## config.mk

```make
export PLATFORM = sky130hd
export DESIGN_NAME = pci_slot_bus_agent
export DESIGN_NICKNAME = d
export VERILOG_FILES = /design/src/rtl/pci_agent_pkg.sv /design/src/rtl/pci_slot_bus_agent.sv
export VERILOG_INCLUDE_DIRS = /design/src /design/src/rtl
export SDC_FILE = /design/constraint.sdc
export NUM_CORES = 1
export LEC_CHECK = 0
export ABC_AREA = 1
export BUFFER_PORTS_ARGS = -buffer_cell sky130_fd_sc_hd__buf_2
export CORE_MARGIN = 2
export CORE_UTILIZATION = 55
export CTS_CLUSTER_DIAMETER = 60
export DETAILED_ROUTE_END_ITERATION = 12
export PLACE_DENSITY = 0.81
export SETUP_SLACK_MARGIN = 0.4
export SYNTH_ARGS = -nofsm -noshare
export SYNTH_HDL_FRONTEND = slang
export SYNTH_SLANG_ARGS = --single-unit
```

## constraint.sdc

```tcl
create_clock -name ref_clk -period 6.7 [get_ports ref_clk]
set_input_delay 0 -clock ref_clk [delete_from_list [all_inputs] [get_ports ref_clk]]
set_output_delay 0 -clock ref_clk [all_outputs]
set_load 0.01 [all_outputs]
```

## src/rtl/pci_agent_consts.svh

```systemverilog
// Constants for the slot bus target: commands, config layout, reset values.
// Assumes inclusion by the package, the design file and the bench only.
`ifndef PCI_AGENT_CONSTS_SVH
`define PCI_AGENT_CONSTS_SVH

// ==========================================
// Bus commands as seen on the command lines.
`define CMD_SPECIAL 4'h1
`define CMD_MEM_RD 4'h6
`define CMD_MEM_WR 4'h7
`define CMD_CFG_RD 4'ha
`define CMD_CFG_WR 4'hb

// ==========================================
// Memory window decode.
`define MEM_BASE 32'h8000_0000
`define MEM_MASK 32'hffff_0000
`define LOCK_LSB 4

// ==========================================
// Configuration space, dword indices and fields.
`define CFG_IDX_ID 6'h00
`define CFG_IDX_CTL 6'h01
`define CFG_ID_WORD 32'h5a5a_0001
`define CTL_MEM_EN_BIT 1
`define CTL_LOCK_BIT 8
`define MEM_EN_RST 1'b0

// ==========================================
// Data path sizes and idle pin image.
`define DATA_W 32
`define BE_W 4
`define FIFO_DEPTH 8
`define FIFO_AW 3
`define BUS_IDLE 41'h0_0000_0000_000e

`endif

```

## src/rtl/pci_agent_pkg.sv

```systemverilog
// Types shared by the slot bus target and its FIFO.
// Assumes the constants header is on the include path.
`include "pci_agent_consts.svh"

package pci_agent_pkg;

	// ==========================================
	// Sampled image of the bus input pins.
	typedef struct packed {
		logic [31:0] ad;
		logic [3:0] cbe_n;
		logic par;
		logic frame_n;
		logic irdy_n;
		logic lock_n;
		logic idsel;
	} bus_in_t;

	// ==========================================
	// One accepted write word with its byte enables.
	typedef struct packed {
		logic [3:0] be_n;
		logic [31:0] data;
	} wr_word_t;

	// ==========================================
	// Target sequencer states.
	typedef enum logic [1:0] {
		ST_IDLE,
		ST_OTHER,
		ST_DATA,
		ST_RETRY
	} tgt_state_t;

endpackage

```

## src/rtl/pci_slot_bus_agent.sv

```systemverilog
// Single-function target on the shared slot bus, with FIFOs for the data.
// Assumes all bus pins enter unsynchronised and are resolved by the bench.
`timescale 1ns/1ps
`include "pci_agent_consts.svh"

// ==========================================
// Synchronous FIFO with registered flags.
module sync_fifo #(
	parameter int W = 32,
	parameter int D = 8,
	parameter int AW = 3
) (
	// Clock and reset.
	input wire logic ref_clk,
	input wire logic nrst,
	// Filling side.
	input wire logic in_valid,
	input wire logic [W-1:0] in_data,
	output logic in_ready,
	// Draining side.
	output logic out_valid,
	input wire logic out_ready,
	output logic [W-1:0] out_data
);
	logic [W-1:0] mem_r [D];
	logic [AW-1:0] wp_r;
	logic [AW-1:0] rp_r;
	logic [AW:0] cnt_r;
	logic [AW:0] cnt_nxt;
	logic push;
	logic pop;

	assign push = in_valid & in_ready;
	assign pop = out_valid & out_ready;
	assign out_data = mem_r[rp_r];

	always_comb begin
		cnt_nxt = cnt_r;
		if (push & ~pop) begin
			cnt_nxt = cnt_r + 1'b1;
		end else if (pop & ~push) begin
			cnt_nxt = cnt_r - 1'b1;
		end
	end

	always_ff @(posedge ref_clk or negedge nrst) begin
		if (!nrst) begin
			wp_r <= '0;
			rp_r <= '0;
			cnt_r <= '0;
			in_ready <= 1'b0;
			out_valid <= 1'b0;
		end else begin
			if (push) begin
				wp_r <= wp_r + 1'b1;
			end
			if (pop) begin
				rp_r <= rp_r + 1'b1;
			end
			cnt_r <= cnt_nxt;
			in_ready <= cnt_nxt != (AW+1)'(D);
			out_valid <= cnt_nxt != '0;
		end
	end

	always_ff @(posedge ref_clk) begin
		if (push) begin
			mem_r[wp_r] <= in_data;
		end
	end
endmodule

// ==========================================
// Sustained tri-state pin driver.
// While act is high the pin is driven with the inverse of asrt; when act
// falls an asserted pin is driven high for one clock before release.
module sts_pin (
	// Clock and reset.
	input wire logic ref_clk,
	input wire logic nrst,
	// Drive window and assert level.
	input wire logic act,
	input wire logic asrt,
	// Pin side.
	output logic pin_o,
	output logic pin_oe
);
	always_ff @(posedge ref_clk or negedge nrst) begin
		if (!nrst) begin
			pin_o <= 1'b1;
			pin_oe <= 1'b0;
		end else if (act) begin
			pin_oe <= 1'b1;
			pin_o <= ~asrt;
		end else begin
			pin_o <= 1'b1;
			pin_oe <= pin_oe & ~pin_o; // see (RULE18) (RULE23)
		end
	end
endmodule

// ==========================================
// Summary of operation
// (RULE1) Sample every bus input on the clock.
// (RULE2) Reset releases all outputs at once.
// (RULE3) Central resource parks lines only low.
// (RULE4) Asynchronous reset; memory decode off until enabled.
// (RULE5) Address phase is first FRAME low clock.
// (RULE6) Lane 0 carries the low byte.
// (RULE7) Transfer only when both ready lines low.
// (RULE8) Command then byte enables per data phase.
// (RULE9) Even parity over AD and command lines.
// (RULE10) Target drives parity on read data.
// (RULE11) Master's FRAME marks the final phase.
// (RULE12) Ready meanings swap between read and write.
// (RULE13) Drive DEVSEL when the address is ours.
// (RULE14) IDSEL selects configuration accesses.
// (RULE15) Lock excludes others from 16-byte region.
// (RULE16) No arbitration activity during reset.
// (RULE17) Parity error reported two clocks after data; the code drives PERR four clocks after it.
// (RULE18) Drive PERR high one clock before release.
// (RULE19) Report data parity only after claiming.
// (RULE20) SERR low exactly one clock, then release.
// (RULE21) Interrupt is a low, level, open-drain output.
// (RULE22) Single function uses interrupt line A only.
// (RULE23) One idle clock between bus drivers.
module pci_slot_bus_agent
	import pci_agent_pkg::*;
(
	// Clock and reset.
	input wire logic ref_clk,
	input wire logic nrst,
	// Address and data, command and parity.
	input wire logic [31:0] ad_i,
	output logic [31:0] ad_o,
	output logic ad_oe,
	input wire logic [3:0] cbe_n_i,
	input wire logic par_i,
	output logic par_o,
	output logic par_oe,
	// Cycle control inputs.
	input wire logic frame_n_i,
	input wire logic irdy_n_i,
	input wire logic lock_n_i,
	input wire logic idsel_i,
	// Target responses.
	output logic trdy_n_o,
	output logic trdy_n_oe,
	output logic devsel_n_o,
	output logic devsel_n_oe,
	output logic stop_n_o,
	output logic stop_n_oe,
	// Error reporting.
	output logic perr_n_o,
	output logic perr_n_oe,
	output logic serr_n_o,
	output logic serr_n_oe,
	// Interrupt line A.
	output logic inta_n_o,
	output logic inta_n_oe,
	// Written words toward the user.
	output logic wr_valid,
	input wire logic wr_ready,
	output logic [31:0] wr_data,
	output logic [3:0] wr_be_n,
	// Read words from the user.
	input wire logic rd_valid,
	output logic rd_ready,
	input wire logic [31:0] rd_data,
	// Interrupt request level from the user.
	input wire logic irq_req
);
	bus_in_t pin_w;
	bus_in_t s1_r;
	bus_in_t s_r;
	logic frm_q_r;
	tgt_state_t st_r;
	tgt_state_t st_nxt;
	logic [3:0] cmd;
	logic addr_ph;
	logic hit_mem;
	logic hit_cfg;
	logic lk_hit;
	logic rd_r;
	logic cfg_r;
	logic spc_r;
	logic [5:0] cidx_r;
	logic [31:`LOCK_LSB] addr_r;
	logic mem_en_r;
	logic lock_act_r;
	logic [31:`LOCK_LSB] lock_adr_r;
	logic offer;
	logic t0_r;
	logic t1_r;
	logic t2_r;
	logic xfer;
	logic src_ok;
	logic apchk_r;
	logic apar_r;
	logic wchk_r;
	logic wpar_r;
	logic schk_r;
	logic spar_r;
	logic perr_ev;
	logic serr_ev;
	logic [31:0] cfg_word;
	wr_word_t wf_in;
	wr_word_t wf_out;
	logic wf_ready;
	logic rf_valid;
	logic [31:0] rf_data;
	logic in_data_ph;
	logic in_retry;

	// ==========================================
	// Input sampling through two flip-flops.
	assign pin_w = {ad_i, cbe_n_i, par_i, frame_n_i, irdy_n_i, lock_n_i, idsel_i};

	always_ff @(posedge ref_clk or negedge nrst) begin
		if (!nrst) begin
			s1_r <= `BUS_IDLE;
			s_r <= `BUS_IDLE;
			frm_q_r <= 1'b1;
		end else begin
			s1_r <= pin_w; // see (RULE1)
			s_r <= s1_r;
			frm_q_r <= s_r.frame_n;
		end
	end

	// ==========================================
	// Address phase decode.
	assign cmd = s_r.cbe_n; // see (RULE8)
	assign addr_ph = frm_q_r & ~s_r.frame_n; // see (RULE5)
	assign hit_mem = (cmd == `CMD_MEM_RD || cmd == `CMD_MEM_WR) & mem_en_r
		& ((s_r.ad & `MEM_MASK) == `MEM_BASE); // see (RULE4)
	assign hit_cfg = (cmd == `CMD_CFG_RD || cmd == `CMD_CFG_WR) & s_r.idsel
		& (s_r.ad[1:0] == 2'b00); // see (RULE14)
	assign lk_hit = lock_act_r & hit_mem & ~s_r.lock_n
		& (s_r.ad[31:`LOCK_LSB] == lock_adr_r); // see (RULE15)

	always_ff @(posedge ref_clk or negedge nrst) begin
		if (!nrst) begin
			rd_r <= 1'b0;
			cfg_r <= 1'b0;
			spc_r <= 1'b0;
			cidx_r <= '0;
			addr_r <= '0;
		end else if (st_r == ST_IDLE && addr_ph) begin
			rd_r <= ~cmd[0];
			cfg_r <= hit_cfg;
			spc_r <= cmd == `CMD_SPECIAL;
			cidx_r <= s_r.ad[7:2];
			addr_r <= s_r.ad[31:`LOCK_LSB];
		end
	end

	// ==========================================
	// Target sequencer.
	assign in_data_ph = st_r == ST_DATA;
	assign in_retry = st_r == ST_RETRY;
	assign xfer = in_data_ph & t2_r & ~s_r.irdy_n; // see (RULE7)

	always_comb begin
		st_nxt = st_r;
		case (st_r)
			ST_IDLE: begin
				if (addr_ph) begin
					if (lk_hit) begin
						st_nxt = ST_RETRY;
					end else if (hit_mem | hit_cfg) begin
						st_nxt = ST_DATA; // see (RULE13)
					end else begin
						st_nxt = ST_OTHER;
					end
				end
			end
			ST_OTHER: begin
				if (s_r.frame_n & s_r.irdy_n) begin
					st_nxt = ST_IDLE;
				end
			end
			ST_DATA: begin
				if (xfer & s_r.frame_n) begin
					st_nxt = ST_IDLE; // see (RULE11)
				end
			end
			ST_RETRY: begin
				// Hold the retry until the master has seen STOP and dropped IRDY.
				if (s_r.frame_n & s_r.irdy_n) begin
					st_nxt = ST_IDLE;
				end
			end
			default: begin
				st_nxt = ST_IDLE;
			end
		endcase
	end

	always_ff @(posedge ref_clk or negedge nrst) begin
		if (!nrst) begin
			st_r <= ST_IDLE; // see (RULE16)
		end else begin
			st_r <= st_nxt;
		end
	end

	// ==========================================
	// Ready offers, one at a time, each resolved before the next.
	always_comb begin
		if (cfg_r) begin
			src_ok = 1'b1;
		end else if (rd_r) begin
			src_ok = rf_valid;
		end else begin
			src_ok = wf_ready;
		end
	end

	assign offer = in_data_ph & ~t0_r & ~t1_r & ~t2_r & src_ok; // see (RULE12)

	always_ff @(posedge ref_clk or negedge nrst) begin
		if (!nrst) begin
			t0_r <= 1'b0;
			t1_r <= 1'b0;
			t2_r <= 1'b0;
		end else begin
			t0_r <= offer;
			t1_r <= t0_r;
			t2_r <= t1_r;
		end
	end

	// ==========================================
	// Configuration space.
	always_comb begin
		cfg_word = 32'h0000_0000;
		if (cidx_r == `CFG_IDX_ID) begin
			cfg_word = `CFG_ID_WORD;
		end else if (cidx_r == `CFG_IDX_CTL) begin
			cfg_word[`CTL_MEM_EN_BIT] = mem_en_r;
			cfg_word[`CTL_LOCK_BIT] = lock_act_r;
		end
	end

	always_ff @(posedge ref_clk or negedge nrst) begin
		if (!nrst) begin
			mem_en_r <= `MEM_EN_RST; // see (RULE4)
		end else if (xfer & cfg_r & ~rd_r & (cidx_r == `CFG_IDX_CTL) & ~s_r.cbe_n[0]) begin
			mem_en_r <= s_r.ad[`CTL_MEM_EN_BIT];
		end
	end

	// ==========================================
	// Lock tracking for one aligned region.
	always_ff @(posedge ref_clk or negedge nrst) begin
		if (!nrst) begin
			lock_act_r <= 1'b0;
			lock_adr_r <= '0;
		end else if (xfer & ~cfg_r & ~s_r.lock_n) begin
			lock_act_r <= 1'b1; // see (RULE15)
			lock_adr_r <= addr_r;
		end else if (st_r == ST_IDLE && s_r.frame_n && s_r.lock_n) begin
			lock_act_r <= 1'b0;
		end
	end

	// ==========================================
	// Read data and parity drive.
	always_ff @(posedge ref_clk or negedge nrst) begin
		if (!nrst) begin
			ad_o <= 32'h0000_0000;
			ad_oe <= 1'b0; // see (RULE2)
			par_o <= 1'b0;
			par_oe <= 1'b0;
		end else begin
			ad_o <= cfg_r ? cfg_word : rf_data; // see (RULE6)
			ad_oe <= in_data_ph & rd_r & (st_nxt == ST_DATA); // see (RULE23)
			par_o <= ^{ad_o, s_r.cbe_n}; // see (RULE9)
			par_oe <= ad_oe; // see (RULE10)
		end
	end

	// ==========================================
	// Parity checking.
	always_ff @(posedge ref_clk or negedge nrst) begin
		if (!nrst) begin
			apchk_r <= 1'b0;
			apar_r <= 1'b0;
			wchk_r <= 1'b0;
			wpar_r <= 1'b0;
			schk_r <= 1'b0;
			spar_r <= 1'b0;
		end else begin
			apchk_r <= st_r == ST_IDLE && addr_ph;
			apar_r <= ^{s_r.ad, s_r.cbe_n};
			wchk_r <= xfer & ~rd_r; // see (RULE19)
			wpar_r <= ^{s_r.ad, s_r.cbe_n};
			schk_r <= (st_r == ST_OTHER) & spc_r & ~s_r.irdy_n;
			spar_r <= ^{s_r.ad, s_r.cbe_n};
		end
	end

	assign perr_ev = wchk_r & (wpar_r ^ s_r.par); // see (RULE17)
	assign serr_ev = (apchk_r & (apar_r ^ s_r.par)) | (schk_r & (spar_r ^ s_r.par));

	// ==========================================
	// Open-drain system error and interrupt.
	always_ff @(posedge ref_clk or negedge nrst) begin
		if (!nrst) begin
			serr_n_o <= 1'b1;
			serr_n_oe <= 1'b0; // see (RULE2)
			inta_n_o <= 1'b1;
			inta_n_oe <= 1'b0;
		end else begin
			serr_n_o <= 1'b0;
			serr_n_oe <= serr_ev; // see (RULE20)
			inta_n_o <= 1'b0;
			inta_n_oe <= irq_req; // see (RULE21) (RULE22)
		end
	end

	// ==========================================
	// Sustained tri-state responses.
	sts_pin u_trdy (
		.ref_clk(ref_clk),
		.nrst(nrst),
		.act(in_data_ph),
		.asrt(offer),
		.pin_o(trdy_n_o),
		.pin_oe(trdy_n_oe)
	);

	sts_pin u_devsel (
		.ref_clk(ref_clk),
		.nrst(nrst),
		.act(in_data_ph | in_retry),
		.asrt(st_nxt == ST_DATA || st_nxt == ST_RETRY), // see (RULE13)
		.pin_o(devsel_n_o),
		.pin_oe(devsel_n_oe)
	);

	sts_pin u_stop (
		.ref_clk(ref_clk),
		.nrst(nrst),
		.act(in_retry),
		.asrt(st_nxt == ST_RETRY), // see (RULE15)
		.pin_o(stop_n_o),
		.pin_oe(stop_n_oe)
	);

	sts_pin u_perr (
		.ref_clk(ref_clk),
		.nrst(nrst),
		.act(perr_ev),
		.asrt(perr_ev), // see (RULE17) (RULE18)
		.pin_o(perr_n_o),
		.pin_oe(perr_n_oe)
	);

	// ==========================================
	// Data FIFOs between bus and user.
	assign wf_in = {s_r.cbe_n, s_r.ad};
	assign wr_be_n = wf_out.be_n;
	assign wr_data = wf_out.data;

	sync_fifo #(
		.W(`DATA_W + `BE_W),
		.D(`FIFO_DEPTH),
		.AW(`FIFO_AW)
	) u_wfifo (
		.ref_clk(ref_clk),
		.nrst(nrst),
		.in_valid(xfer & ~rd_r & ~cfg_r),
		.in_data(wf_in),
		.in_ready(wf_ready),
		.out_valid(wr_valid),
		.out_ready(wr_ready),
		.out_data(wf_out)
	);

	sync_fifo #(
		.W(`DATA_W),
		.D(`FIFO_DEPTH),
		.AW(`FIFO_AW)
	) u_rfifo (
		.ref_clk(ref_clk),
		.nrst(nrst),
		.in_valid(rd_valid),
		.in_data(rd_data),
		.in_ready(rd_ready),
		.out_valid(rf_valid),
		.out_ready(xfer & rd_r & ~cfg_r),
		.out_data(rf_data)
	);
endmodule

```

======== Yosys cells after proc, flatten, opt, wreduce, memory -nomap -nowiden ========
Memories as Yosys holds them, arrays and structs flattened.
Index checks and enable logic that the tools add are counted.
cells by class
  add/sub/neg operators ................... 8
  reduce and logical (&&, ||, !) cells .... 15
  equality and inequality tests ........... 15
  bitwise logic cells ..................... 70
  multiplexer cells ....................... 33
operator list
  kind                                              number
  XOR reduction 36 bit                              2
  AND 1 bit                                         45
  2-to-1 mux 32 bit                                 1
  == test 28 bit                                    1
  2-to-1 mux 22 bit                                 1
  2-to-1 mux 1 bit                                  21
  NOT 1 bit                                         21
  == test 16 bit, second input constant             1
  2-to-1 mux 4 bit                                  4
  adder 3 x 1 -> 3 bit, second input constant       4
  2-to-1 mux 2 bit                                  5
  adder 4 x 1 -> 4 bit, second input constant       2
  == test 2 bit, second input constant              4
  == test 4 x 3 -> 1 bit, second input constant     2
  == test 4 bit, second input constant              2
  != test 4 bit, second input constant              2
  nonzero test 4 bit                                2
  subtractor 4 x 1 -> 4 bit, second input constant  2
  == test 6 x 1 -> 1 bit, second input constant     1
  logical NOT 6 bit                                 1
  case mux 2 bit (3 select lines)                   1
  == test 4 x 1 -> 1 bit, second input constant     1
  logical NOT 2 bit                                 2
  logical AND 1 bit                                 3
  6 further kinds                                   10
storage, ports and cells
  register bits after elaboration ......... 229
  bits in writable memories ............... 544
  input bits .............................. 78
  memories kept ........................... 2
  word-level logic and storage cells ...... 199
memories
  name           depth  width  read ports  clocked after Yosys merged registers in  write ports  RTL line                  text
  u_wfifo.mem_r  8      36     1           0                                        1            pci_slot_bus_agent.sv:25  logic [W-1:0] mem_r [D];
  u_rfifo.mem_r  8      32     1           0                                        1            pci_slot_bus_agent.sv:25

======== Logic depth before layout (Yosys ltp) ========
Gate-level depths: netlist (run 1).
  word-level depth ........................ 14
  mapped depth ............................ 14

======== Modules after synthesis ========
From an unflattened synthesis (run 1), not the netlist that was laid out.
unflattened totals
  cell total of the unflattened synthesis .. 2608
  area total of the unflattened synthesis .. 30544.3 um^2
by module, submodules not included
  module                area each (um^2)  cells an instance  seq. area each (um^2)  times used
  sync_fifo at u_wfifo  11947.7           977                8948.6                 1
  sync_fifo at u_rfifo  10710.3           882                7987.7                 1
  pci_slot_bus_agent    7606.0            721                4839.6                 1
  sts_pin               70.1              7                  51.3                   4

======== Worst setup path after synthesis (run 1) ========
Ideal clock, no wire load.
  path kind ............................... reg-to-reg
  start point ............................. reg st_r[1]
  end point ............................... mem u_wfifo.mem_r[2][0] in the netlist's numbering (enable)
  stages on the path, launching flop included .. 8
  setup time .............................. 0.474 ns
  arrival time ............................ 3.580 ns
  setup slack ............................. 2.645 ns
  path buffers ............................ 0
  required time ........................... 6.226 ns
  clock period less this slack ............ 4.055 ns
  path through ............................ dfrtp_1 inv_2 nor2_4 nand2_4 clkinv_4 nand3_4 or2_1 nor3_1
on the way
  longest elaborated chain between the ends .. 8
RTL lines
  element                                 RTL line                   text
  from (decl)                             pci_slot_bus_agent.sv:177  tgt_state_t st_r;
  from (signal assigned)                  pci_slot_bus_agent.sv:304  st_r <= st_nxt;
  == test 2 bit                           pci_slot_bus_agent.sv:260  assign in_data_ph = st_r == ST_DATA;
  AND 1 bit (2 in a row)                  pci_slot_bus_agent.sv:262  assign xfer = in_data_ph & t2_r & ~s_r.irdy_n;
  AND 1 bit (2 in a row)                  pci_slot_bus_agent.sv:474  .in_valid(xfer & ~rd_r & ~cfg_r),
  AND 1 bit                               pci_slot_bus_agent.sv:33   assign push = in_valid & in_ready;
  2-to-1 mux 1 bit                        pci_slot_bus_agent.sv:67   if (push) begin
  2-to-1 mux 1 bit (not written as such)  pci_slot_bus_agent.sv:68   mem_r[wp_r] <= in_data;
  to (decl)                               pci_slot_bus_agent.sv:25
No other way between the ends.

======== Worst setup path in the final report (run 1) ========
  start point ............................. reg u_wfifo.rp_r[0]
  end point ............................... out wr_data[2]
on the way
  longest elaborated chain between the ends .. 1
RTL lines
  element                 RTL line                   text
  from (decl)             pci_slot_bus_agent.sv:27   logic [AW-1:0] rp_r;
  from (signal assigned)  pci_slot_bus_agent.sv:58   rp_r <= rp_r + 1'b1;
  memory (8 x 36 bit)     n/a
  to (decl)               pci_slot_bus_agent.sv:164  output logic [31:0] wr_data,
No other way between the ends.

==> results of run 1 <==
what timing repair did:
action	4_1_cts	5_1_grt
hold buffers	94	1
setup buffers	0	0
endpoints found under the hold margin	400	1
area by class of cell:
type	count	area [um2]
Inverter	118	450.4
Clock buffer	108	2197
Clock inverter	35	395.4
Multi-Input combinational cell	1436	7156
Antenna cell	3	7.507
Timing Repair Buffer	284	1974
Sequential cell	769	21990
Fill cell	3695	18880
Tap cell	696	870.8
through the flow:
stage | instance area (um2) | util
after detailed placement | 31490 | 0.5840
after global placement | 31490 | 0.5840
after CTS | 35020 | 0.6495
final | 35040 | 0.6499
after floorplan | 30000 | -
after global routing | 35040 | 0.6499
synth_stat cells (all sizes together):
master   count
edfxtp     544
nor2       474
o21ai      356
nand2      285
dfrtp      213
inv        116
clkbuf      76
o22ai       66
a31oi       57
buf         42
nand3       41
xnor2       30
xor2        26
ha          23
mux2        17
o221ai      16
dfstp       12
nor3        12
nand4        7
a21oi        6
o211ai       6
or2          5
nor4         4
clkinv       2
a21o         1
conb         1
nand3b       1
o2111ai      1
o31ai        1
routing by layer:
metal	vias to the layer above	part of all wire	global-route usage
li1	9020	-	-
met1	9802	0.38	0.3191
met2	934	0.51	0.4259
met3	152	0.081	0.04703
met4	2	0.028	0.08653
met5	-	0.00017	0
final timing paths:
check,end,slack (ns),cells after the start
max reg2reg,ad_o[24]$_DFF_PN0_,3.71,6
max in group asynchronous,s1_r[38]$_DFF_PN0_,5.28,3
max,wr_data[2],3.10,7
min,s1_r[17]$_DFF_PN0_,0.009,2
min in group ref_clk,s1_r[9]$_DFF_PN0_,0.02,2
min reg2reg,s_r[1]$_DFF_PN1_,0.33,0
placed cells by master (no fill, tap or decap), drive strengths merged:
| cell | synthesis | final |
|---|---|---|
| a21o | 1 | 1 |
| a21oi | 6 | 6 |
| a31oi | 57 | 57 |
| buf | 42 | 189 |
| bufinv | 0 | 6 |
| clkbuf | 76 | 108 |
| clkinv | 2 | 23 |
| clkinvlp | 0 | 2 |
| conb | 1 | 1 |
| dfrtp | 213 | 213 |
| dfstp | 12 | 12 |
| diode | 0 | 3 |
| dlygate4sd3 | 0 | 95 |
| edfxtp | 544 | 544 |
| ha | 23 | 23 |
| inv | 116 | 122 |
| mux2 | 17 | 17 |
| nand2 | 285 | 285 |
| nand3 | 41 | 41 |
| nand3b | 1 | 1 |
| nand4 | 7 | 7 |
| nor2 | 474 | 474 |
| nor3 | 12 | 12 |
| nor4 | 4 | 4 |
| o2111ai | 1 | 1 |
| o211ai | 6 | 6 |
| o21ai | 356 | 356 |
| o221ai | 16 | 16 |
| o22ai | 66 | 66 |
| o31ai | 1 | 1 |
| or2 | 5 | 5 |
| xnor2 | 30 | 30 |
| xor2 | 26 | 26 |
state kept, by name, summed over array words and instances (netlist names), 2 cells and up:
name           flops
ad_o              32
addr_r            25
cidx_r             5
cmd                4
lock_adr_r        28
s1_r              41
s_r               37
st_r               2
u_rfifo.cnt_r      4
u_rfifo.mem_r    256
u_rfifo.rp_r       3
u_rfifo.wp_r       3
u_wfifo.cnt_r      4
u_wfifo.mem_r    288
u_wfifo.rp_r       3
u_wfifo.wp_r       3
power by group:
| group | internal [uW] | switching, uW | total, uW |
|---|---|---|---|
| sequential | 5500 | 237 | 5730 |
| combinational | 817 | 1690 | 2510 |
| clock | 2550 | 1820 | 4370 |
| total | 8860 | 3750 | 12600 |
critical path: cells and delay by family (launching register included):
kind / cells / cell delay, ns
compound gates: 3 / 0.67
flops: 1 / 0.64
buf+inv: 3 / 1.53
simple gates: 1 / 0.06
cell families (layout without fill, tap and decap cells):
group / after synthesis / count (layout)
AO/OA/AOI/OAI: 510 / 510
other: 1 / 4
multiplexers: 17 / 17
AND/OR/NAND/NOR: 829 / 829
adder cells (fa/ha/maj): 23 / 23
XOR/XNOR: 56 / 56
buffers and inverters: 236 / 545
flip-flops: 769 / 769
==> results.txt, run 1 <==
Run status: complete, no violations
First-pass GRT wire length: 108,500 um
XOR/XNOR share of the synthesized area: 0.01635
Adder-Cell Fraction of Synth Area: 0.009593
Hold WS: 0.009034 ns
CTS sink count: 769
Max-cap violations: 0
Reg2reg start: u_rfifo.rp_r[0]$_DFFE_PN0P_
Vias in the first global route: 20,078
Routed Antenna Nets: 0
Clk Latency, worst-skew pair: 0.63 ns
Critical Path Fanout Max: 77
Synth cell types: 45
Vias per cell: 5.773
Skew final: 0.02458 ns
CP max stage delay: 0.70 ns
Std-Cell Core Area: 0.05392 mm2
Worst VDD drop: 0.2763 mV
Final Hold Violating Endpoints: 0
Compound-gate portion of the synthesized area: 0.09301
Yosys top cell area share: 0.5445
1st-iter DRT viols: 1,850
Measured slew at the worst slew-check pin: 1.129 ns
Area contributors post-synth: edfxtp_1, dfrtp_1, nor2_1
Setup TNS: 0 ns
GP Congestion: 0.8249
Global route overflow: 0
Max-slew violation count: 0
Non-Filler Instances: 3,449
DP Cell Count: 3,208
PD cells: 359.9 mW/mm2
FP Rows: 85
Worst path cell trace: clkinv_2 -> buf_4 -> o21ai_0 -> o22ai_1 -> nor2_1 -> a31oi_1 -> buf_2
CP endpoint kind: output pin
Clk slew on worst S/H paths: 0.06 ns
Pre-CTS setup slack: 3.791 ns
Synth Register Bits: 769
DR DRC count: 0
IO Count: 163
Tot Pwr: 12,610 uW
Routed vias: 19,910
Arrival @ worst endpoint: 3.60 ns
Largest family of logic cells by synthesized area: simple AND/OR/NAND/NOR gates
Detailed-route wire length: 69,360 um
IO buf count: 162
Endpoints failing setup: 0
Relative slew slack: 0.2474
Tmin final: 3.604 ns
Nets: 2,788
Largest net degree at the start of global routing: 113
H-Tree Depth: 3
Kind of start point of the critical path: flip-flop
Crit path launch: u_wfifo.rp_r[0]$_DFFE_PN0P_
CP Class: reg2out
Initial core utilization: 0.5564
Antenna violations before repair: 4
Fmax: 0.2774 GHz
Mapped Area: 0.03000 mm2
CTS tree: built
Register area share after synthesis: 0.7327
Mux cell area share after synthesis: 0.006381
Die Wd: 237.6 um
Post-Synth Simple-Gate Area: 0.1109
Die area: 0.05643 mm2
Warnings, synthesis: 0
CTS buffer count: 78
DR WL/cell: 20.11 um
PnR worst setup slack: 3.096 ns
Clk buf depth: 3
CP required: 6.70 ns
Post-cts gate resize count: 0
GRT Total Usage: 0.2483
Detailed placer's ending HPWL: 38,540 um
Leading area contributor after synthesis: edfxtp_1
Synth Net Count: 2,542
Min-delay worst type: in2async
Layout cells sized above 1: 0.1353
CP max stage cell: buf_4
Clk root buf: clkbuf_16
Fin crit share: 0.5380
Static leakage: 0.01357 uW
Synth Area per Inst: 12.29 um2
Area growth, synth to finish: 16.80%
RSZ-0062 raised after global routing: no
Mapped Cells: 2,441
Die H: 237.6 um
TritonRoute pass-1 iters: 6
(Power assumes the default switching activity.)
==> inputs of run 2 (changes only) <==
ABC_AREA = 0   (was 1)
PLACE_DENSITY = 0.84   (was 0.81)
clock period = 3.05 ns   (was 6.7 ns; I/O delays follow)
==> results.txt, run 2 <==
Register Area: 0.02199 mm2 (about the same)
Fmax: 0.3953 GHz
Top flop regs: u_wfifo.mem_r: 288 flops, u_rfifo.mem_r: 256 flops, s1_r: 41 flops
Clk slew on worst S/H paths: 0.06 ns (about the same)
Final Hold Violating Endpoints: 0 (unchanged)
Vias in the first global route: 15,826 (-21%)
Multi-input logic area: 0.006689 mm2 (-6.5%)
Reg2reg start: st_r[0]$_DFF_PN0_
Synth Net Count: 1,564 (-38%)
Clk root buf: clkbuf_16
CP endpoint kind: output pin
Synth cell types: 52 (+16%)
Tot Pwr: 26,900 uW (+110%)
Sw frac: 0.2588 (-0.03831)
Std-Cell Core Area: 0.05224 mm2 (-3.1%)
Max reg flops: 288 (unchanged)
Clock power frac: 0.341 (-0.005)
CTS sink count: 769 (unchanged)
Clk buf depth: 3 (unchanged)
RSZ-0062 raised after global routing: no
Routed vias: 14,626 (-27%)
Warnings, synthesis: 0 (unchanged)
Vias per cell: 5.788 (+0.26%)
Synth Area per Inst: 19.76 um2 (+61%)
CP max stage delay: 0.58 ns (-0.12 ns)
GP Congestion: 0.7946 (-3.7%)
Post-cts gate resize count: 0 (unchanged)
Endpoints failing setup: 0 (unchanged)
R2R depth: 4 (-2)
Register area share after synthesis: 0.7605 (+0.02782)
Detailed placer's ending HPWL: 35,710 um (-7.3%)
Top cells by count, synth: edfxtp_1, dfrtp_1, mux4_2
1st-iter DRT viols: 1,269 (-31%)
P_int: 19,940 uW (+120%)
TritonRoute pass-1 iters: 5 (-1)
Antenna violations before repair: 4 (unchanged)
Global route overflow: 0 (unchanged)
CP required: 3.05 ns (-3.65 ns)
Min-delay worst type: in2async
Leading area contributor after synthesis: edfxtp_1
Die area: 0.05440 mm2 (-3.6%)
Relative slew slack: 0.4672 (+0.2198)
CTS tree: built
Top reg by flops: u_wfifo.mem_r
CTS buffer count: 76 (-2.6%)
Yosys top cell area share: 0.5652 (+0.02067)
Most common cell after layout, fill and taps aside: edfxtp_1
Layout cells sized above 1: 0.3065 (+0.1712)
IO buf count: 162 (unchanged)
Kind of start point of the critical path: flip-flop
FP Rows: 84 (-1.2%)
CP Class: reg2out
Finished Core Util: 0.6562 (+0.006380)
Critical Path Fanout Max: 63 (-18%)
Reg-to-Reg End: u_wfifo.mem_r[2][18]$_DFFE_PP_
Run status: complete, no violations
Arrival @ worst endpoint: 2.53 ns (-1.07 ns)
GRT Total Usage: 0.2397 (-0.008630)
Ys flop type: edfxtp_1
Worst path cell trace: buf_12 -> mux4_2 -> mux2_2 -> buf_2
Top-count cell post-synth: edfxtp_1
Max-slew violation count: 0 (unchanged)
Area contributors post-synth: edfxtp_1, dfrtp_1, mux4_2
Fin crit share: 0.8293
Largest net degree at the start of global routing: 101 (-11%)
Max-cap violations: 0 (unchanged)
Measured slew at the worst slew-check pin: 0.7992 ns (-0.3297 ns)
PD cells: 784.6 mW/mm2 (+120%)
DR DRC count: 0 (unchanged)
# fillers: 3,255 (-12%)
Area growth, synth to finish: 18.60%
Tmin final: 2.529 ns
Detailed-route wire length: 63,070 um (-9.1%)
Nets: 1,876 (-33%)
IO Count: 163 (unchanged)
Clk Latency, worst-skew pair: 0.62 ns (about the same)
Routed Antenna Nets: 0 (unchanged)
EDFF count, synth: 544 (unchanged)
Worst VDD drop: 0.5892 mV (+110%)
Comb power frac: 0.186 (-0.013)
Flop2flop setup slack: 0.70 ns (-3.01 ns)
Initial core utilization: 0.5533 (-0.003056)
NetSw: 6960 uW (+86%)
DR WL/cell: 24.96 um (+24%)
Mapped Area: 0.02890 mm2 (-3.7%)
Most frequent cells in the layout: edfxtp_1, dfrtp_1, buf_2, mux4_2, nand2_1
H-Tree Depth: 3 (unchanged)
Crit path launch: u_wfifo.rp_r[1]$_DFFE_PN0P_
Die Wd: 233.2 um (-1.8%)
Static leakage: 0.01242 uW (-8.4%)
Async SR Flop Fraction: 0.2926 (unchanged)
CP max stage cell: dfrtp_2
Mapped Cells: 1,463 (-40%)
Skew final: 0.03207 ns (+0.007488 ns)
Seq pwr share: 0.473 (+0.018)
Synth Register Bits: 769 (unchanged)
First-pass GRT wire length: 95,470 um (-12%)
Die H: 233.2 um (-1.8%)
Worst setup path end: wr_data[21]
## run 2: worst min path at each step
| stage | endpoint | from | slack, ns |
|---|---|---|---|
| finish | s1_r[6]$_DFF_PN0_ | nrst | 0.03 |
| floorplan | ad_o[0]$_DFF_PN0_ | nrst | -0.30 |
| CTS | s1_r[2]$_DFF_PN1_ | irdy_n_i | 0.003 |
| detailed placement | inta_n_oe$_DFF_PN0_ | irq_req | 0.11 |
| global placement | s1_r[5]$_DFF_PN0_ | nrst | 0.1 |
| global route | s1_r[6]$_DFF_PN0_ | cbe_n_i[1] | 0.01 |
## run 2: kinds of logic (layout without fill, tap and decap cells)
kind of cell,Yosys count,after routing,share of synthesized area
simple gates,181,181,0.02970
flops,769,769,0.7605
mux,238,238,0.1442
xor+xnor,98,98,0.03017
other cells,1,3,0.0001297
fa+ha+maj,23,23,0.009957
compound gates,54,54,0.01143
buf+inv,99,473,0.01390
## run 2: area by class of cell
| type | instances | share of cell area |
|---|---|---|
| clock buffer | 119 | 0.06585 |
| tap | 688 | 0.02511 |
| antenna | 2 | 0.0001460 |
| timing repair buffer | 288 | 0.06074 |
| clock inverter | 21 | 0.006461 |
| sequential | 769 | 0.6416 |
| multi-input combinational | 595 | 0.1951 |
| inverter | 45 | 0.005001 |
## run 2: routing by layer
metal	GRT usage	vias up	wire length (um)
li1	-	6258	-
met3	0.04810	108	4100
met2	0.4267	559	33620
met4	0.07086	4	1597
met5	0	-	27
met1	0.2978	7697	23720
## run 2: through the flow
stage | worst slack, ns | TNS, ns | instances | hold slack (ns) | cell area [um2]
floorplan | -0.3318 | -31.86 | 1463 | -0.2956 | 29040
CTS | 0.5309 | 0 | 2525 | 0.002908 | 34270
global placement | 0.7937 | 0 | 2302 | 0.09937 | 30970
detailed placement | 0.7500 | 0 | 2302 | 0.1107 | 30970
finish | 0.5205 | 0 | 2527 | 0.02940 | 34280
global route | 0.4784 | 0 | 2527 | 0.01117 | 34280
## run 2: power groups by stage
stage | clock (uW) | sequential [uW] | combinational, uW
floorplan | 0 | 12700 | 3330
global placement | 0 | 12900 | 4750
detailed placement | 0 | 12900 | 4880
CTS | 9340 | 12700 | 5100
global route | 9720 | 12800 | 5390
finish | 9180 | 12700 | 4990
## run 2: repair_timing
item / CTS / global route
setup endpoints to repair: 7 / 0
hold buffers: 81 / 0
setup buffers: 2 / 0
hold endpoints to repair: 399 / 0
## run 2: critical path, delay by kind of cell, from the launching register on
| kind | cells | cell delay [ns] |
|---|---|---|
| multiplexers | 2 | 0.71 |
| buffers and inverters | 2 | 0.49 |
| flip-flops | 1 | 0.58 |
==> inputs of run 3 (changes only) <==
PLACE_DENSITY = 0.81   (was 0.84)
clock period = 2.5 ns   (was 3.05 ns; I/O delays follow)
==> results.txt, run 3 (synthesis gave the netlist of run 2 again) <==
Static leakage: 0.01278 uW (+2.9%)
Nets: 1,916 (+2.1%)
Fin area: 0.03515 mm2 (+2.5%)
Critical Path Fanout Max: 10 (-84%)
IO buf count: 162 (unchanged)
Max-cap violations: 0 (unchanged)
Run status: finished with violations
Clk buf depth: 3 (unchanged)
Vias in the first global route: 16,033 (+1.3%)
Detailed-route wire length: 66,080 um (+4.8%)
Routed vias: 15,004 (+2.6%)
Worst VDD drop: 0.9268 mV (+57%)
FP Rows: 84 (unchanged)
H-Tree Depth: 3 (unchanged)
CTS tree: built
Tot Pwr: 33,660 uW (+25%)
DR WL/cell: 25.74 um (+3.1%)
RSZ-0062 raised after global routing: yes
Arrival @ worst endpoint: 2.39 ns (-0.14 ns)
Clk slew on worst S/H paths: 0.06 ns (about the same)
Antenna violations before repair: 0 (-4)
GRT Total Usage: 0.2461 (+0.006389)
# fillers: 3,127 (-3.9%)
Max-slew violation count: 0 (unchanged)
Reg-to-Reg End: u_wfifo.mem_r[1][20]$_DFFE_PP_
Vias per cell: 5.845 (+0.99%)
Met1 Use GR: 0.3031 (+0.005319)
Placed standard-cell area: 0.03135 mm2 (+1.2%)
First-pass GRT wire length: 97,270 um (+1.9%)
DR DRC count: 0 (unchanged)
CP required: 2.50 ns (-0.55 ns)
Flop2flop setup slack: 0.39 ns (-0.31 ns)
Met2 Use GR: 0.4293 (+0.002689)
PD cells: 957.7 mW/mm2 (+22%)
Largest net degree at the start of global routing: 80 (-21%)
Top reg by flops: u_wfifo.mem_r
P_int: 24,700 uW (+24%)
Comb power frac: 0.203 (+0.017)
GP Congestion: 0.7902 (-0.55%)
Failing checks: negative hold slack
Routed Antenna Nets: 0 (unchanged)
Std-Cell Core Area: 0.05224 mm2 (unchanged)
CP Class: reg2out
Reg2reg start: st_r[0]$_DFF_PN0_
CP endpoint kind: output pin
IO Count: 163 (unchanged)
Layout cells sized above 1: 0.3321 (+0.02561)
Relative slew slack: 0.5137 (+0.04649)
Measured slew at the worst slew-check pin: 0.7294 ns (-0.06973 ns)
Max reg flops: 288 (unchanged)
Hold WS: -0.02243 ns (-0.05183 ns)
Clk root buf: clkbuf_16
CTS buffer count: 77 (+1.3%)
Kind of start point of the critical path: flip-flop
1st-iter DRT viols: 1,359 (+7.1%)
Die Wd: 233.2 um (unchanged)
Clk Latency, worst-skew pair: 0.62 ns (about the same)
Final Hold Violating Endpoints: 10 (+10)
GR Util met3: 0.04895 (+0.0008545)
Die area: 0.05440 mm2 (unchanged)
TritonRoute pass-1 iters: 7 (+2)
Initial core utilization: 0.5533 (unchanged)
Endpoints failing setup: 0 (unchanged)
Ant diodes: 0 (-2)
Non-Filler Instances: 2,567 (+1.6%)
Fin crit share: 0.9579
R2R depth: 7 (+3)
Tmin final: 2.395 ns
Area growth, synth to finish: 21.60%
Detailed placer's ending HPWL: 36,010 um (+0.82%)
Fmax: 0.4176 GHz
NetSw: 8959 uW (+29%)
Die H: 233.2 um (unchanged)
Seq pwr share: 0.463 (-0.010)
DP Cell Count: 2,315 (+0.56%)
Sw frac: 0.2662 (+0.007404)
Setup TNS: 0 ns (unchanged)
CTS sink count: 769 (unchanged)
Gr busiest metal: met2
Global route overflow: 0 (unchanged)
Top flop regs: u_wfifo.mem_r: 288 flops, u_rfifo.mem_r: 256 flops, s1_r: 41 flops
Skew final: 0.01341 ns (-0.01866 ns)
Min-delay worst type: in2async
Clock power frac: 0.334 (-0.007)
Most frequent cells in the layout: edfxtp_1, dfrtp_1, buf_2, mux4_2, clkbuf_16
Most common cell after layout, fill and taps aside: edfxtp_1
[run 3: changes by cell type in the layout (fill, tap and decap cells not counted), moves of 5 or more]
cell,previous run,this run
dfrtp_2,3,10
buf_6,0,6
clkbuf_1,27,20
clkbuf_16,79,85
buf_16,0,5
dfrtp_1,208,200
buf_12,9,27
clkinv_2,7,14
[run 3: worst max path at each step]
stage,to,cells after the start,start
2_1_floorplan,u_wfifo.mem_r[2][0]$_DFFE_PP_,4,st_r[0]$_DFF_PN0_
3_5_place_dp,u_wfifo.mem_r[5][30]$_DFFE_PP_,6,st_r[0]$_DFF_PN0_
6_report,wr_be_n[0],5,u_wfifo.rp_r[0]$_DFFE_PN0P_
5_1_grt,wr_data[3],5,u_wfifo.rp_r[0]$_DFFE_PN0P_
4_1_cts,wr_data[7],5,u_wfifo.rp_r[0]$_DFFE_PN0P_
3_3_place_gp,u_wfifo.mem_r[5][30]$_DFFE_PP_,6,st_r[0]$_DFF_PN0_
[run 3: area by class of cell]
type | count | area, um2 | share of cell area
sequential | 769 | 22000 | 0.6261
clock buffer | 112 | 2242 | 0.06380
tap | 688 | 860.8 | 0.02449
multi-input combinational | 595 | 6795 | 0.1933
inverter | 45 | 171.4 | 0.004877
timing repair buffer | 327 | 2828 | 0.08046
clock inverter | 31 | 242.7 | 0.006907
[run 3: power groups by stage]
stage | Clock (uW) | Combinational (uW) | Sequential (uW)
finish | 11200 | 6830 | 15600
global route | 11900 | 7310 | 15700
CTS | 11400 | 6670 | 15600
detailed placement | 0 | 6130 | 15900
global placement | 0 | 6010 | 15800
floorplan | 0 | 4120 | 15500
[run 3: stage by stage]
step | setup slack [ns] | utilization
global route | 0.05231 | 0.6728
global placement | 0.3201 | 0.6002
detailed placement | 0.2768 | 0.6002
finish | 0.1054 | 0.6728
floorplan | -0.2636 | -
CTS | 0.06100 | 0.6683
[run 3: critical path: stages (launching register included)]
cell and delay (ns):
dfrtp_4 0.44, buf_12 0.19, buf_4 0.17, mux4_2 0.52
mux2_2 0.31, buf_2 0.15
[run 3: per-layer routing]
metal | up-vias | wire (um)
met5 | - | 0
met4 | 0 | 2282
met3 | 158 | 4095
met2 | 613 | 35170
met1 | 7880 | 24540
li1 | 6353 | -
[run 3: repair_timing]
item / in CTS / in global routing
setup endpoints to repair: 167 / 82
setup buffers: 10 / 7
gates resized for setup: 13 / 17
pin swaps: 2 / 5
hold endpoints to repair: 496 / 0
hold buffers: 84 / 0
gates cloned: 3 / 5
